===== src/ciu_pkg.sv =====
// constants and types shared by the cpu interrupt unit
package ciu_pkg;
    localparam int CIU_NUM_PERIPH = 8;
    localparam int CIU_NUM_PINS = 8;
    localparam int CIU_PC_W = 16;
    localparam int CIU_SPD_W = 8;
    localparam int CIU_REG_W = 8;
    localparam int CIU_CTX_W = 11 * 8;
    localparam int CIU_STACK_DEPTH = 2;
    localparam int CIU_CFG_GIE_BIT = 7;
    localparam int CIU_CFG_SWI_BIT = 6;
    localparam int CIU_RETI_TMR_BIT = 0;
    localparam int CIU_RETI_VEC_BIT = 1;
    localparam int CIU_RETI_SPD_BIT = 2;
    localparam int CIU_CLK_MHZ = 20;
    localparam int CIU_REQ_LAG_CYC = 2;
    localparam int CIU_DATA_PUSH_CYC = 4;
    localparam int CIU_PMEM_BLOCK_CYC = 4;
    localparam int CIU_LATENCY_CYC = 3;
    localparam int CIU_REFILL_CYC = 2;
    localparam logic [15:0] CIU_VEC_RST = 16'h0000;
    localparam logic [7:0] CIU_SPD_RST = 8'h00;
    typedef enum logic [1:0] {
        CIU_IDLE,
        CIU_ENTER,
        CIU_REFILL
    } ciu_state_type;
endpackage


===== src/ciu_top.sv =====
// interrupt gathering, vectoring and context shadowing for the core
// Contract
// - eight port pins each raise interrupts on a selectable rising or falling edge
// - parallel slave has no request; it borrows a port pin input
// - software interrupt fires only while its enable bit is set; bit is its flag
// - a source interrupts only with its enable and global enable set
// - one writable vector in high and low registers gives the target
// - entry saves pc in saved pc registers; return reloads pc from them
// - return option bit 1 writes pc plus one into the vector
// - request drops two cycles after a source flag clears
// - every shadowed register has a two-level push-down stack
// - context registers stay live on entry, copied to shadow, restored on return
// - interrupt save is separate from the subroutine call stack
// - data pair pushed four cycles after entry
// - global enable clears on entry, sets on return
// - global enable is config bit 7, writable anytime; a write in an entry or return cycle loses to the clear or set
// - triggers while global enable is clear stay latched until enabled
// - sync bit zero adds two cycles on port pin interrupts
// - program ram access blocks interrupts four cycles; external access does not
// - entry pushes current speed, then loads interrupt speed
// - latency three cycles, plus speed change delay when speeds differ
// - return option bit 2 restores pre-interrupt speed
// - return option bit 0 adds working register to timer zero count
// - return takes one cycle plus two refill cycles
`timescale 1ns/10ps
`default_nettype none
module ciu_top
    import ciu_pkg::*;
(
    input wire logic clk_in,
    input wire logic resetn_in,
    input wire logic [ciu_pkg::CIU_NUM_PINS-1:0] pin_in,
    input wire logic [ciu_pkg::CIU_NUM_PINS-1:0] pin_rise_sel_in,
    input wire logic [ciu_pkg::CIU_NUM_PINS-1:0] pin_en_in,
    input wire logic [ciu_pkg::CIU_NUM_PINS-1:0] pin_flag_clr_in,
    input wire logic fuse_sync_in,
    input wire logic [ciu_pkg::CIU_NUM_PERIPH-1:0] periph_flag_in,
    input wire logic [ciu_pkg::CIU_NUM_PERIPH-1:0] periph_en_in,
    input wire logic cfg_wr_in,
    input wire logic [7:0] cfg_wdata_in,
    input wire logic swi_exec_in,
    input wire logic vec_wr_in,
    input wire logic [ciu_pkg::CIU_PC_W-1:0] vec_wdata_in,
    input wire logic isr_speed_wr_in,
    input wire logic [ciu_pkg::CIU_SPD_W-1:0] isr_speed_wdata_in,
    input wire logic speed_wr_in,
    input wire logic [ciu_pkg::CIU_SPD_W-1:0] speed_wdata_in,
    input wire logic [ciu_pkg::CIU_SPD_W-1:0] speed_change_cyc_in,
    input wire logic pmem_ram_access_in,
    input wire logic boundary_in,
    input wire logic [ciu_pkg::CIU_PC_W-1:0] pc_in,
    input wire logic [ciu_pkg::CIU_CTX_W-1:0] ctx_in,
    input wire logic [ciu_pkg::CIU_REG_W-1:0] working_reg_in,
    input wire logic [15:0] pmem_data_in,
    input wire logic reti_in,
    input wire logic [2:0] reti_opt_in,
    output logic irq_req_out,
    output logic take_out,
    output logic [ciu_pkg::CIU_PC_W-1:0] target_pc_out,
    output logic pc_load_out,
    output logic restore_out,
    output logic [ciu_pkg::CIU_CTX_W-1:0] ctx_restore_out,
    output logic [15:0] pmem_data_restore_out,
    output logic timer_add_out,
    output logic [ciu_pkg::CIU_REG_W-1:0] timer_add_val_out,
    output logic stall_out,
    output logic [7:0] cfg_out,
    output logic [ciu_pkg::CIU_PC_W-1:0] vector_out,
    output logic [ciu_pkg::CIU_SPD_W-1:0] current_speed_out,
    output logic [ciu_pkg::CIU_PC_W-1:0] saved_pc_out,
    output logic [ciu_pkg::CIU_NUM_PINS-1:0] pin_flag_out,
    output logic in_isr_out
);
    import ciu_pkg::*;

    logic [CIU_NUM_PINS-1:0] sync_a_ff, sync_b_ff, extra_a_ff, extra_b_ff, prev_ff;
    logic [CIU_NUM_PINS-1:0] pin_flag_ff;
    logic [7:0] cfg_ff;
    logic [CIU_PC_W-1:0] vector_high_low_ff;
    logic [CIU_SPD_W-1:0] isr_speed_reg_ff, current_speed_reg_ff;
    logic [CIU_PC_W-1:0] pc_stk_ff [CIU_STACK_DEPTH];
    logic [CIU_SPD_W-1:0] spd_stk_ff [CIU_STACK_DEPTH];
    logic [CIU_CTX_W-1:0] ctx_stk_ff [CIU_STACK_DEPTH];
    logic [15:0] data_stk_ff [CIU_STACK_DEPTH];
    logic [1:0] depth_ff;
    logic [2:0] data_push_cnt_ff;
    logic [2:0] block_cnt_ff;
    logic [CIU_SPD_W-1:0] wait_cnt_ff;
    logic [1:0] pend_pipe_ff;
    ciu_state_type state_ff;
    logic [CIU_NUM_PINS-1:0] pin_level, pin_prev_src, pin_edge;
    logic pending, take;

    // pins pass two flops; sync=0 adds two more stages
    always_ff @(posedge clk_in or negedge resetn_in) begin
        if (!resetn_in) begin
            sync_a_ff <= '0;
            sync_b_ff <= '0;
            extra_a_ff <= '0;
            extra_b_ff <= '0;
            prev_ff <= '0;
        end else begin
            sync_a_ff <= pin_in;
            sync_b_ff <= sync_a_ff;
            extra_a_ff <= sync_b_ff;
            extra_b_ff <= extra_a_ff;
            prev_ff <= pin_level;
        end
    end

    assign pin_level = fuse_sync_in ? sync_b_ff : extra_b_ff;
    assign pin_prev_src = prev_ff;
    assign pin_edge = (pin_rise_sel_in & pin_level & ~pin_prev_src)
        | (~pin_rise_sel_in & ~pin_level & pin_prev_src);

    // edge flags latch regardless of global enable; set wins over clear
    always_ff @(posedge clk_in or negedge resetn_in) begin
        if (!resetn_in) begin
            pin_flag_ff <= '0;
        end else begin
            pin_flag_ff <= (pin_flag_ff & ~pin_flag_clr_in) | pin_edge;
        end
    end

    // one request combining every enabled flag; parallel slave uses a pin flag
    assign pending = |(pin_flag_ff & pin_en_in) | |(periph_flag_in & periph_en_in)
        | (cfg_ff[CIU_CFG_SWI_BIT] & swi_exec_in);

    // two-stage lag so a cleared flag drops the request two cycles later
    always_ff @(posedge clk_in or negedge resetn_in) begin
        if (!resetn_in) begin
            pend_pipe_ff <= '0;
        end else begin
            pend_pipe_ff <= {pend_pipe_ff[0], pending};
        end
    end

    // nesting beyond the stack depth is refused to avoid clobbering shadow
    assign take = (state_ff == CIU_IDLE) && pend_pipe_ff[1] && cfg_ff[CIU_CFG_GIE_BIT]
        && boundary_in && (block_cnt_ff == 3'h0) && !pmem_ram_access_in
        && (depth_ff < 2'(CIU_STACK_DEPTH)) && !reti_in;

    always_ff @(posedge clk_in or negedge resetn_in) begin
        if (!resetn_in) begin
            block_cnt_ff <= '0;
        end else if (pmem_ram_access_in) begin
            block_cnt_ff <= 3'(CIU_PMEM_BLOCK_CYC - 1);
        end else if (block_cnt_ff != 3'h0) begin
            block_cnt_ff <= block_cnt_ff - 3'h1;
        end
    end

    // configuration: global enable and software interrupt enable
    always_ff @(posedge clk_in or negedge resetn_in) begin
        if (!resetn_in) begin
            cfg_ff <= '0;
        end else begin
            if (cfg_wr_in) begin
                cfg_ff <= cfg_wdata_in;
            end
            if (take) begin
                cfg_ff[CIU_CFG_GIE_BIT] <= 1'b0;
            end else if (reti_in && depth_ff != 2'h0) begin
                cfg_ff[CIU_CFG_GIE_BIT] <= 1'b1;
            end
        end
    end

    // vector register pair
    always_ff @(posedge clk_in or negedge resetn_in) begin
        if (!resetn_in) begin
            vector_high_low_ff <= CIU_VEC_RST;
        end else if (reti_in && depth_ff != 2'h0 && reti_opt_in[CIU_RETI_VEC_BIT]) begin
            vector_high_low_ff <= pc_in + 16'h0001;
        end else if (vec_wr_in) begin
            vector_high_low_ff <= vec_wdata_in;
        end
    end

    // speed registers
    always_ff @(posedge clk_in or negedge resetn_in) begin
        if (!resetn_in) begin
            isr_speed_reg_ff <= CIU_SPD_RST;
            current_speed_reg_ff <= CIU_SPD_RST;
        end else begin
            if (isr_speed_wr_in) begin
                isr_speed_reg_ff <= isr_speed_wdata_in;
            end
            if (take) begin
                current_speed_reg_ff <= isr_speed_reg_ff;
            end else if (reti_in && depth_ff != 2'h0 && reti_opt_in[CIU_RETI_SPD_BIT]) begin
                current_speed_reg_ff <= spd_stk_ff[0];
            end else if (speed_wr_in) begin
                current_speed_reg_ff <= speed_wdata_in;
            end
        end
    end

    // shadow stacks, private to interrupts, apart from the call stack
    always_ff @(posedge clk_in or negedge resetn_in) begin
        if (!resetn_in) begin
            depth_ff <= '0;
            for (int i = 0; i < CIU_STACK_DEPTH; i++) begin
                pc_stk_ff[i] <= '0;
                spd_stk_ff[i] <= '0;
                ctx_stk_ff[i] <= '0;
            end
        end else if (take) begin
            depth_ff <= depth_ff + 2'h1;
            pc_stk_ff[0] <= pc_in;
            pc_stk_ff[1] <= pc_stk_ff[0];
            spd_stk_ff[0] <= current_speed_reg_ff;
            spd_stk_ff[1] <= spd_stk_ff[0];
            ctx_stk_ff[0] <= ctx_in;
            ctx_stk_ff[1] <= ctx_stk_ff[0];
        end else if (reti_in && depth_ff != 2'h0) begin
            depth_ff <= depth_ff - 2'h1;
            pc_stk_ff[0] <= pc_stk_ff[1];
            spd_stk_ff[0] <= spd_stk_ff[1];
            ctx_stk_ff[0] <= ctx_stk_ff[1];
        end
    end

    // data pair pushed late so a pending program read lands first
    always_ff @(posedge clk_in or negedge resetn_in) begin
        if (!resetn_in) begin
            data_push_cnt_ff <= '0;
            data_stk_ff[0] <= '0;
            data_stk_ff[1] <= '0;
        end else if (take) begin
            data_push_cnt_ff <= 3'(CIU_DATA_PUSH_CYC);
        end else if (data_push_cnt_ff != 3'h0) begin
            data_push_cnt_ff <= data_push_cnt_ff - 3'h1;
            if (data_push_cnt_ff == 3'h1) begin
                data_stk_ff[0] <= pmem_data_in;
                data_stk_ff[1] <= data_stk_ff[0];
            end
        end else if (reti_in && depth_ff != 2'h0) begin
            data_stk_ff[0] <= data_stk_ff[1];
        end
    end

    // entry latency and return refill sequencing
    always_ff @(posedge clk_in or negedge resetn_in) begin
        if (!resetn_in) begin
            state_ff <= CIU_IDLE;
            wait_cnt_ff <= '0;
        end else begin
            case (state_ff)
                CIU_IDLE: begin
                    if (take) begin
                        state_ff <= CIU_ENTER;
                        wait_cnt_ff <= (isr_speed_reg_ff == current_speed_reg_ff)
                            ? 8'(CIU_LATENCY_CYC - 1)
                            : 8'(CIU_LATENCY_CYC - 1) + speed_change_cyc_in;
                    end else if (reti_in && depth_ff != 2'h0) begin
                        state_ff <= CIU_REFILL;
                        wait_cnt_ff <= 8'(CIU_REFILL_CYC - 1);
                    end
                end
                CIU_ENTER, CIU_REFILL: begin
                    if (wait_cnt_ff == 8'h00) begin
                        state_ff <= CIU_IDLE;
                    end else begin
                        wait_cnt_ff <= wait_cnt_ff - 8'h01;
                    end
                end
                default: state_ff <= CIU_IDLE;
            endcase
        end
    end

    // registered core-facing outputs
    always_ff @(posedge clk_in or negedge resetn_in) begin
        if (!resetn_in) begin
            irq_req_out <= 1'b0;
            take_out <= 1'b0;
            target_pc_out <= '0;
            pc_load_out <= 1'b0;
            restore_out <= 1'b0;
            ctx_restore_out <= '0;
            pmem_data_restore_out <= '0;
            timer_add_out <= 1'b0;
            timer_add_val_out <= '0;
            stall_out <= 1'b0;
        end else begin
            irq_req_out <= pend_pipe_ff[1] & cfg_ff[CIU_CFG_GIE_BIT];
            take_out <= take;
            pc_load_out <= take | (reti_in && depth_ff != 2'h0);
            target_pc_out <= take ? vector_high_low_ff : pc_stk_ff[0];
            restore_out <= reti_in && depth_ff != 2'h0;
            ctx_restore_out <= ctx_stk_ff[0];
            pmem_data_restore_out <= data_stk_ff[0];
            timer_add_out <= reti_in && depth_ff != 2'h0 && reti_opt_in[CIU_RETI_TMR_BIT];
            timer_add_val_out <= working_reg_in;
            stall_out <= take || (reti_in && depth_ff != 2'h0)
                || ((state_ff != CIU_IDLE) && (wait_cnt_ff != 8'h00));
        end
    end

    always_ff @(posedge clk_in or negedge resetn_in) begin
        if (!resetn_in) begin
            cfg_out <= '0;
            vector_out <= CIU_VEC_RST;
            current_speed_out <= CIU_SPD_RST;
            saved_pc_out <= '0;
            pin_flag_out <= '0;
            in_isr_out <= 1'b0;
        end else begin
            cfg_out <= cfg_ff;
            vector_out <= vector_high_low_ff;
            current_speed_out <= current_speed_reg_ff;
            saved_pc_out <= pc_stk_ff[0];
            pin_flag_out <= pin_flag_ff;
            in_isr_out <= depth_ff != 2'h0;
        end
    end
endmodule
`default_nettype wire


===== config.mk =====
export PLATFORM = sky130hd
export DESIGN_NAME = ciu_top
export DESIGN_NICKNAME = d
export VERILOG_FILES = /design/src/ciu_pkg.sv /design/src/ciu_top.sv
export SDC_FILE = /design/constraint.sdc
export NUM_CORES = 1
export LEC_CHECK = 0
export BUFFER_PORTS_ARGS = -buffer_cell sky130_fd_sc_hd__buf_4
export CORE_ASPECT_RATIO = 0.8
export CORE_MARGIN = 2
export CORE_UTILIZATION = 30
export CTS_CLUSTER_SIZE = 28
export DETAILED_ROUTE_END_ITERATION = 8
export GPL_TIMING_DRIVEN = 0
export HOLD_SLACK_MARGIN = 0.15
export PLACE_DENSITY = 0.49
export SYNTH_ARGS = -nofsm -noshare
export SYNTH_HDL_FRONTEND = slang
export SYNTH_SLANG_ARGS = --single-unit

===== constraint.sdc =====
create_clock -name clk_in -period 2.2 [get_ports clk_in]
set_input_delay 0.22 -clock clk_in [delete_from_list [all_inputs] [get_ports clk_in]]
set_output_delay 0.22 -clock clk_in [all_outputs]
set_load 0.03 [all_outputs]

==> impl_metrics.env <==
export IMPL_status="complete, no violations"
export IMPL_drv_slew=0
export IMPL_drt_wl_total_um=62400
export IMPL_synth_edf_count=0
export IMPL_die_y_um=237
export IMPL_synth_top_area_share_pct=68.1
export IMPL_yosysTopAreaCell="dfrtp_1"
export IMPL_yosysMostFrequentCell="nand2_1"
export IMPL_cp_top_family="simple AND/OR/NAND/NOR gates"
export IMPL_tightest_slew_ns=0.765
export IMPL_via_count=16022
export IMPL_worstPathMaxFanout=10
export IMPL_power_density_nw_per_um2=989
export IMPL_antenna_found_initial=7
export IMPL_drcViolationCount=0
export IMPL_pwr_share_seq_pct=42.6
export IMPL_core_rowCount=85
export IMPL_clock_path_buffers=3
export IMPL_p_comb_share_pct=21.9
export IMPL_grt_usage_pct=17.8
export IMPL_fin_skew_ns=0.0105
export IMPL_switchingPower_uw=8790
export IMPL_hpwl_um=42600
export IMPL_dieWidth_um=295
export IMPL_yosysSeqAreaShare_pct=68.1
export IMPL_die_area_um2=70100
export IMPL_critPathKind="flop to flop"
export IMPL_design_power_total_uw=29300
export IMPL_post_place_ws_ns=-1.55
export IMPL_relSlewSlack_pct=49.0
export IMPL_dr_pass1_iters=5
export IMPL_worstPathArrival_ns=2.62
export IMPL_place_congestion=0.813
export IMPL_start_util_pct=30.3
export IMPL_grt_overflow=0
export IMPL_crit_slowest_cell="or3_4"
export IMPL_period_share_pct=95.8
export IMPL_cts_tree="done"
export IMPL_yosys_warnings=0
export IMPL_cp_cell_sequence="or3_1, or3_4, buf_4, a211o_1, a22oi_1"
export IMPL_fin_ws_ns=0.0916
export IMPL_crit_required_ns=2.71
export IMPL_cp_num_buf_inv=1
export IMPL_syn_area_um2=20400
export IMPL_grt_pass1_vias=16858
export IMPL_start_kind="flop"
export IMPL_async_reset_ff_share_pct=100
export IMPL_grt_max_degree=121
export IMPL_fin_nets=2856
export IMPL_synth_area_leaders="dfrtp_1 68%, nand2_1 12%, a31oi_1 3.5%, nor2_1 2.9%, mux2_2 2.6%"
export IMPL_cts_buffers=58
export IMPL_cts_max_level=2
export IMPL_max_vdd_ir_drop_mv=0.523
export IMPL_max_stage_delay_ns=0.47
export IMPL_swShare_pct=30.1
export IMPL_synthTopCellsByCount="670 x nand2_1, 555 x dfrtp_1, 158 x nor2_1, 113 x a31oi_1, 78 x clkbuf_1"
export IMPL_grt_pass1_wl_um=97200
export IMPL_min_path_type="input pin to flop"
export IMPL_clk_latency_ns=0.60
export IMPL_hold_viol_final=0
export IMPL_fmax_mhz=474
export IMPL_ys_flop_type="dfrtp_1"
export IMPL_ys_seq_elements=555
export IMPL_clk_pin_slew_ns=0.06
export IMPL_setup_viol=0
export IMPL_netlist_instances=1890
export IMPL_timing_final_crit_period_ns=2.11
export IMPL_internal_power_uw=20500
export IMPL_coreArea_um2=67200
export IMPL_drt_iter0_drc=769
export IMPL_syn_nets=2138
export IMPL_cp_end_kind="flop"
export IMPL_drive_gt1_share_pct=25.5
export IMPL_io_buffers=423
export IMPL_via_per_inst=4.49
export IMPL_cap_viol_max_count=0
export IMPL_cts_sinks=555
export IMPL_pin_count=429
export IMPL_p_leak_uw=0.0146
export IMPL_wl_per_cell_um=17.5
export IMPL_ant_nets=0
export IMPL_cts_root_buf="clkbuf_16"
export IMPL_synthDistinctLibCells=48
export IMPL_syn_to_final_growth_pct=45.2
export IMPL_synth_avg_cell_area_um2=10.8
export IMPL_nFillCells=6391
export IMPL_grt_setup_unrepaired="true"
export IMPL_power_share_clock_pct=35.5
[tightest hold or removal path, cell delays in order]
cell     delay, ns
buf_4         0.08
a22oi_1       0.04
and3_1        0.21
nand3_1       0.16
[routing by layer]
metal	track usage, %	vias up	share of wire, %
met2	28.3	374	46
li1	-	7649	-
met4	4.49	8	2.1
met1	24.7	7905	46
met5	0	-	0.077
met3	3.95	86	5.9
[kinds of logic after synthesis]
kind of cell             after synthesis  synth area share, %
AO/OA/AOI/OAI                        226                 7.05
flip-flops                           555                 68.1
multiplexers                          65                 3.48
AND/OR/NAND/NOR                      882                 16.9
XOR/XNOR                              30                 1.29
adder cells (fa/ha/maj)               10                0.614
buffers and inverters                122                 2.55
[power groups by stage]
stage	Combinational (uW)	Clock [uW]	Sequential [uW]
finish	6390	10400	12500
global route	7000	11200	12600
CTS	6330	10700	12500
detailed placement	5860	0	12600
global placement	5700	0	12600
floorplan	2320	0	13500
[path summary, 6_finish.rpt]
kind                                from              endpoint  slack [ns]  cells past startpoint
setup / recovery             depth_ff[1]        wait_cnt_ff[1]        0.09                      5
hold / removal               swi_exec_in       pend_pipe_ff[0]        0.16                      4
setup reg to reg             depth_ff[1]        wait_cnt_ff[1]        0.09                      5
hold reg to reg            extra_a_ff[7]         extra_b_ff[7]        0.34                      0
max in group asynchronous      resetn_in        ctx_stk_ff[57]        0.36                      5
min in group asynchronous      resetn_in  timer_add_val_out[0]        0.70                      4
[cells in the final DEF (no fill, tap or decap), types with 29 or more instances in the layout]
cell type,n
nand2_1,669
a21oi_1,34
clkbuf_16,63
nor2_1,156
a31oi_1,113
dfrtp_1,555
dlygate4sd3_1,217
clkbuf_2,29
buf_4,442
mux2_2,47
clkbuf_1,35
[flip-flops by register name (all words and copies together), names as in the netlist, 16 cells and up]
name / count
pmem_data_restore_out: 16
vector_out: 16
ctx_stk_ff: 176
spd_stk_ff: 16
target_pc_out: 16
saved_pc_out: 16
data_stk_ff: 32
ctx_restore_out: 88
pc_stk_ff: 32
vector_high_low_ff: 16
[final cells by class]
class                      count  area (um2)  area share, %
antenna                        3        7.51         0.0254
buffer                        99         711           2.40
clock buffer                  86        1730           5.85
clock inverter                22         299           1.01
inverter                      22        95.1          0.321
multi-input combinational   1213        6050           20.4
sequential                   555       13900           46.9
tap                          913        1140           3.86
timing repair buffer         659        5670           19.1
[what timing repair did]
action | 4_1_cts | 5_1_grt
setup buffers | 3 | 7
endpoints found under the setup margin | 317 | 214
cloned | 1 | 2
gates resized for setup | 111 | 53
pin swaps | 2 | 9
hold endpoints to repair | 446 | 1
hold buffers | 213 | 6
[through the flow]
step | std cells | hold WS (ns) | area, um2 | util, % | setup TNS [ns]
2_1_floorplan | 1890 | -0.0756 | 20400 | - | 0
3_3_place_gp | 3226 | 0.329 | 24700 | 36.7 | -3098.97
3_5_place_dp | 3231 | 0.0928 | 24800 | 37.0 | -226.08
4_1_cts | 3556 | 0.188 | 29300 | 43.7 | 0
5_1_grt | 3571 | 0.151 | 29600 | 44.0 | -0.104
6_report | 3572 | 0.163 | 29600 | 44.0 | 0
No activity file was read; power rests on OpenSTA's default activity.
